[src/design/mwdt_pkg.sv]
package mwdt_pkg;

   // register location on the extended special function register bus
   localparam logic [7:0] WDT_CSR_ADDR      = 8'hFB;

   // field positions
   localparam int         CLR_EN_BIT        = 0;
   localparam int         KEY_LSB           = 1;
   localparam int         KEY_MSB           = 6;
   localparam int         CAUSE_BIT         = 7;

   // field values
   localparam logic [5:0] DISABLE_KEY       = 6'h2A;
   localparam logic       ENABLE_RESET      = 1'b1;
   localparam logic       CAUSE_RESET       = 1'b0;

   // timing
   localparam int         CLK_HZ            = 50000000;
   localparam int         TICK_PERIOD_US    = 1000;
   localparam int         TICK_CYCLES       = CLK_HZ / 1000000 * TICK_PERIOD_US;
   localparam int         TIMEOUT_MS        = 128;
   localparam logic [7:0] TIMEOUT_TICKS     = 8'(TIMEOUT_MS - 1);
   localparam int         MCU_RST_CYCLES    = 16;

   // register bus request
   typedef struct packed {
      logic       wr;
      logic       rd;
      logic [7:0] addr;
      logic [7:0] wdata;
   } mwdt_sfr_req_t;

endpackage : mwdt_pkg

[src/design/mwdt_tick.sv]
`timescale 1ns/10ps
// 1-ms tick prescaler; a pulse each time the divider wraps
module mwdt_tick #(
   parameter int TICK_CYCLES = mwdt_pkg::TICK_CYCLES
) (
   input  wire logic sys_clk,
   input  wire logic reset,
   input  wire logic run,
   output logic      tick
);
   localparam int    CW = $clog2(TICK_CYCLES);
   localparam logic [CW-1:0] LAST = CW'(TICK_CYCLES - 1);

   logic [CW-1:0] div;
   logic [CW-1:0] next_div;
   logic          next_tick;

   // divider holds while not running
   always_comb begin
      next_div  = div;
      next_tick = 1'b0;
      if (run) begin
         if (div == LAST) begin
            next_div  = '0;
            next_tick = 1'b1;
         end else begin
            next_div = div + CW'(1);
         end
      end
   end

   always_ff @(posedge sys_clk) begin
      if (reset) begin
         div  <= '0;
         tick <= 1'b0;
      end else begin
         div  <= next_div;
         tick <= next_tick;
      end
   end
endmodule : mwdt_tick

[src/design/mwdt_top.sv]
`timescale 1ns/10ps
// What this block does
// - eight-bit counter advances once per one-millisecond tick
// - running and not restarted within 128 ms resets the microcontroller
// - debugger break with debug_enable set suspends counting; jump to application resumes it
// - runs after reset; stops only when key field is written 101010
// - register cleared only by power-up reset, never by USB reset
// - writing one to bit 0 clears counter; zero does nothing
// - bit 0 reads enable status, one running, reset value one
// - key field bits 6 to 1 always read as zeros
// - bit 7 reads one after watchdog reset, zero after power-up
// - writing one to bit 7 clears it; other values ignored
module mwdt_top #(
   parameter int TICK_CYCLES = mwdt_pkg::TICK_CYCLES // clock cycles per watchdog tick
) (
   input  wire logic                    sys_clk,
   input  wire logic                    reset,
   input  wire logic                    usb_reset,
   input  wire logic                    debug_enable,
   input  wire logic                    debug_break,
   input  wire logic                    app_jump,
   input  wire mwdt_pkg::mwdt_sfr_req_t sfr_req,
   output logic [7:0]                   sfr_rdata,
   output logic                         mcu_reset
);
   logic       wd_clear_enable_status;
   logic       wd_reset_cause;
   logic [7:0] watchdog_counter;
   logic       suspended;
   logic [4:0] rst_cnt;
   logic       tick;
   logic       next_enable;
   logic       next_cause;
   logic [7:0] next_counter;
   logic       next_suspended;
   logic [4:0] next_rst_cnt;
   logic       next_mcu_reset;
   logic [7:0] next_rdata;
   logic       csr_wr;
   logic       csr_rd;
   logic       timeout;
   logic       run;

   assign csr_wr  = sfr_req.wr && (sfr_req.addr == mwdt_pkg::WDT_CSR_ADDR);
   assign csr_rd  = sfr_req.rd && (sfr_req.addr == mwdt_pkg::WDT_CSR_ADDR);
   assign run     = wd_clear_enable_status && !suspended && !mcu_reset;
   assign timeout = run && tick
                    && (watchdog_counter == mwdt_pkg::TIMEOUT_TICKS);

   // millisecond prescaler
   mwdt_tick #(
      .TICK_CYCLES (TICK_CYCLES)
   ) u_tick (
      .sys_clk (sys_clk),
      .reset   (reset),
      .run     (run),
      .tick    (tick)
   );

   // control/status register; usb_reset deliberately not used here
   always_comb begin
      next_enable = wd_clear_enable_status;
      next_cause  = wd_reset_cause;
      if (csr_wr && sfr_req.wdata[mwdt_pkg::KEY_MSB:mwdt_pkg::KEY_LSB]
                    == mwdt_pkg::DISABLE_KEY) begin
         next_enable = 1'b0;
      end
      if (csr_wr && sfr_req.wdata[mwdt_pkg::CAUSE_BIT]) begin
         next_cause = 1'b0;
      end
      if (timeout) begin
         next_cause  = 1'b1; // set wins over clear
         next_enable = mwdt_pkg::ENABLE_RESET;
      end
   end

   // only power-up reset clears the register
   always_ff @(posedge sys_clk) begin
      if (reset) begin
         wd_clear_enable_status <= mwdt_pkg::ENABLE_RESET;
         wd_reset_cause         <= mwdt_pkg::CAUSE_RESET;
      end else begin
         wd_clear_enable_status <= next_enable;
         wd_reset_cause         <= next_cause;
      end
   end

   // debugger suspension
   always_comb begin
      next_suspended = suspended;
      if (app_jump) begin
         next_suspended = 1'b0;
      end else if (debug_enable && debug_break) begin
         next_suspended = 1'b1;
      end
   end

   // counter and timeout reset pulse
   always_comb begin
      next_counter   = watchdog_counter;
      next_rst_cnt   = rst_cnt;
      next_mcu_reset = mcu_reset;
      if (timeout) begin
         next_counter   = '0;
         next_mcu_reset = 1'b1;
         next_rst_cnt   = 5'(mwdt_pkg::MCU_RST_CYCLES - 1);
      end else if (mcu_reset) begin
         next_counter = '0;
         if (rst_cnt == '0) begin
            next_mcu_reset = 1'b0;
         end else begin
            next_rst_cnt = rst_cnt - 5'h01;
         end
      end else if (csr_wr && sfr_req.wdata[mwdt_pkg::CLR_EN_BIT]) begin
         next_counter = '0;
      end else if (run && tick) begin
         next_counter = watchdog_counter + 8'h01;
      end
   end

   // read data: key field reads zero
   always_comb begin
      next_rdata = sfr_rdata;
      if (csr_rd) begin
         next_rdata = {wd_reset_cause, 6'h00, wd_clear_enable_status};
      end
   end

   always_ff @(posedge sys_clk) begin
      if (reset) begin
         suspended        <= 1'b0;
         watchdog_counter <= 8'h00;
         rst_cnt          <= 5'h00;
         mcu_reset        <= 1'b0;
         sfr_rdata        <= 8'h00;
      end else begin
         suspended        <= next_suspended;
         watchdog_counter <= next_counter;
         rst_cnt          <= next_rst_cnt;
         mcu_reset        <= next_mcu_reset;
         sfr_rdata        <= next_rdata;
      end
   end
endmodule : mwdt_top

[config.mk]
export PLATFORM = sky130hd
export DESIGN_NAME = mwdt_top
export DESIGN_NICKNAME = d
export VERILOG_FILES = /design/src/design/mwdt_pkg.sv /design/src/design/mwdt_tick.sv /design/src/design/mwdt_top.sv
export SDC_FILE = /design/constraint.sdc
export NUM_CORES = 1
export LEC_CHECK = 0
export BUFFER_PORTS_ARGS = -buffer_cell sky130_fd_sc_hd__buf_2
export CORE_ASPECT_RATIO = 0.9
export CORE_MARGIN = 2
export CORE_UTILIZATION = 45
export CTS_BUF_LIST = sky130_fd_sc_hd__clkbuf_4 sky130_fd_sc_hd__clkbuf_8
export DETAILED_ROUTE_END_ITERATION = 7
export PLACE_DENSITY = 0.67
export SYNTH_ARGS = -nofsm -noshare
export SYNTH_HDL_FRONTEND = slang
export SYNTH_SLANG_ARGS = --single-unit
[constraint.sdc]
create_clock -name sys_clk -period 2.5 [get_ports sys_clk]
set_input_delay 0.5 -clock sys_clk [delete_from_list [all_inputs] [get_ports sys_clk]]
set_output_delay 0.5 -clock sys_clk [all_outputs]
set_load 0.01 [all_outputs]
==> impl_metrics.toml <==
[routing]
detailroute.via_count = 1371
drt-pass1-iter-count = 4
drt_iter0_markers = 65
final_routed_drc_violation_total = 0
drt.antenna.violating_nets = 0
wl_mm = 3.138
avgRoutedWirePerCell_um = 11.71
vias_per_cell = 5.116

[clock_tree]
clkSlewWorstSetupHoldPaths_ns = 0.07
cts.path.max_buffers = 2
h-tree-depth = 2
post_cts_resized = 0
post-cts-setup-buffers = 0
clock_insertion_delay_worst_skew_ns = 0.28
number_of_buffers_added_by_the_clock_tree_synthesis_step = 5
cts_num_sinks = 36
clock_tree.root_cell = "clkbuf_8"
cts_tree = "done"
postCtsHoldBufs = 0

[die]
top_level_ports = 33
initial_core_util_pct = 46.04
die_width_um = 68.44
core.rowCount = 21
die_area_mm2 = 0.004243
die_h_um = 62.00
core_region_area_mm2 = 0.003652

[flow_run]
cap_violations = 0

[critical_path]
critPathRequiredTime_ns = 2.71
cp.buffers_inverters = 0
crit_slowest_cell = "or3b_1"
criticalPathCategory = "reg2reg"
cp-end-kind = "register"
timing.critical_path.max_delay_family = "simple AND/OR/NAND/NOR gates"
crit_chain = "or3b_1, or2_4, or4_1, a21oi_1"
critical_path.max_fanout = 8
cp_slowest_stage_delay_ns = 0.51
element_type_at_the_critical_path_start = "register"
critical_path_arrival_ns = 2.20

[synthesis]
synth_simple_gate_area_share_pct = 28.94
synthDistinctLibCells = 37
synth-adder-area-share_pct = 2.232
synth-edff-count = 0
ys_dominant_reg_cell = "dfxtp_1"
muxShareOfSynthArea_pct = 1.860
synth-xor-area-share_pct = 10.42
post_synth_inst_count = 195
synth_compound_area_share_pct = 7.738
yosys_warnings = 0
synth.avg_cell_area_um2 = 8.624
synth_top_family_by_area = "simple AND/OR/NAND/NOR gates"
synth-seq-cells = 36
synth.yosys.seq_area_share_pct = 42.86
syn_area_mm2 = 0.001682
async_reset_ff_share_pct = 0

[place]
dpl_cell_area_mm2 = 0.001828
numPortBuffers = 25
hpwl_after_dpl_mm = 2.297
place_inst = 261
place.gp.congestion = 0.8159
place_ws_ns = 0.5371

[power]
ir_drop_mv = 0.2827
power.share.switching_pct = 20.91
internal_power_consumption_mw = 0.8479
share_clk_of_total_power_pct = 40.7
pwr-share-seq_pct = 54.6
power_density_mw_per_mm2 = 557.1
total_switching_power_mw = 0.2242
power.static_leakage_nw = 0.6930
share_comb_of_total_power_pct = 4.7

[status]
outcome = "finished clean"

[finish]
layout-drive-gt1-share_pct = 16.67
layout_cell_area_excl_fill_mm2 = 0.001924
areaGrowthSynthToFinish_pct = 14.43
num-nets-final = 249
finish.cell_count_without_fillers = 268
insertedDiodeCount = 0

[global_routing]
first_pass_grt_wire_length_mm = 5.216
first_global_vias = 1260
overflow = 0
antenna_violations_before_repair = 0
grt_start_max_net_pins = 16
grt_util_all_layers_pct = 16.46

[timing]
report.final.slew_viol_count = 0
max_slew_margin_pct = 49.21
maxClockFrequency_mhz = 502.4
final-setup-viol-count = 0
finalCritPeriodShare_pct = 79.61
final_worst_clock_skew_ns = 0.004641
timing.final.ws_setup_ns = 0.5097
grt_setup_unrepaired = "no"
finalSetupTns_ns = 0
period_minus_slack_ns = 1.990
timing.final.hold_violations = 0
tightestPinTransition_ns = 0.7517

[hold_path]
timing.hold.worst.class = "in2reg"
-- cell usage in the layout (no fill, tap or decap), types with 3 or more instances in the layout --
| cell | netlist | routed |
|---|---|---|
| nor2_1 | 26 | 26 |
| or3_1 | 4 | 4 |
| ha_1 | 3 | 3 |
| buf_2 | 2 | 25 |
| nor3_1 | 11 | 11 |
| a21oi_1 | 9 | 9 |
| nand3_1 | 5 | 5 |
| dfxtp_1 | 36 | 36 |
| nor4_1 | 9 | 9 |
| nand4_1 | 7 | 7 |
| clkbuf_8 | 0 | 7 |
| xnor2_1 | 17 | 17 |
| nand2_1 | 17 | 17 |
| xor2_1 | 3 | 3 |
| inv_1 | 7 | 7 |
| conb_1 | 1 | 6 |
-- stage by stage --
step           hold WS, ns  utilization [%]  total power [mW]
3_3_place_gp        0.4470            50.05            0.6487
4_1_cts             0.3658            52.69             1.086
2_1_floorplan       0.4279                -            0.6332
6_report            0.3690            52.69             1.072
5_1_grt             0.3554            52.69             1.116
3_5_place_dp        0.4475            50.05            0.6497
-- synth_stat cells (3+ instances only) --
master / number / area [um^2]
nand2_1: 17 / 63.81
xnor2_1: 17 / 148.9
dfxtp_1: 36 / 720.7
nor4_1: 9 / 56.30
or3_1: 4 / 25.02
a21oi_1: 9 / 45.04
clkbuf_1: 4 / 15.01
nor3_1: 11 / 55.05
xor2_1: 3 / 26.28
nand4_1: 7 / 43.79
ha_1: 3 / 37.54
inv_1: 7 / 26.28
nor2_1: 26 / 97.59
buf_4: 6 / 45.04
nand3_1: 5 / 25.02
-- cells by family (layout without fill, tap and decap cells) --
group	count (synthesis)	count (layout)
simple gates	93	93
flops	36	36
compound gates	20	20
xor+xnor	20	20
buf+inv	19	41
fa+ha+maj	3	3
mux	3	3
other cells	1	6
-- area by class of cell --
type | instances | area (um^2)
Sequential cell | 36 | 720.7
Tap cell | 46 | 57.56
Fill cell | 340 | 1728
Clock buffer | 7 | 96.34
Multi-Input combinational cell | 145 | 883.3
Timing Repair Buffer | 27 | 140.1
Inverter | 7 | 26.28
-- power groups by stage --
stage | Clock [mW] | Sequential (mW) | Combinational, mW
2_1_floorplan | 0 | 0.597 | 0.0360
3_3_place_gp | 0 | 0.598 | 0.0505
3_5_place_dp | 0 | 0.598 | 0.0514
4_1_cts | 0.449 | 0.585 | 0.0516
5_1_grt | 0.472 | 0.586 | 0.0577
6_report | 0.436 | 0.585 | 0.0506
-- final timing paths --
path	from	end	slack, ns	cells after the start
hold / removal	app_jump	suspended	0.37	2
hold reg to reg	rst_cnt[4]	rst_cnt[4]	0.45	2
setup / recovery	wd_clear_enable_status	u_tick.div[15]	0.51	4
setup reg to reg	wd_clear_enable_status	u_tick.div[15]	0.51	4
-- registers in the layout, summed over array words and instances, names as in the netlist --
register                count
u_tick.div                 16
watchdog_counter            8
rst_cnt                     5
sfr_rdata                   2
mcu_reset                   1
suspended                   1
u_tick.tick                 1
wd_clear_enable_status      1
wd_reset_cause              1
-- worst reg2reg max path: stages (launching register included) --
cell and delay, ns:
dfxtp_1 0.46, or3b_1 0.51, or2_4 0.32, or4_1 0.50, a21oi_1 0.14
-- routing by layer --
metal / vias up / part of all wire [%] / GRT usage [%]
met5: - / 0 / 0
met4: 0 / 0.35 / 4.286
met3: 2 / 4.6 / 6.667
li1: 731 / - / -
met1: 610 / 49 / 20.11
met2: 28 / 46 / 27.06
(Power assumes the default switching activity.)
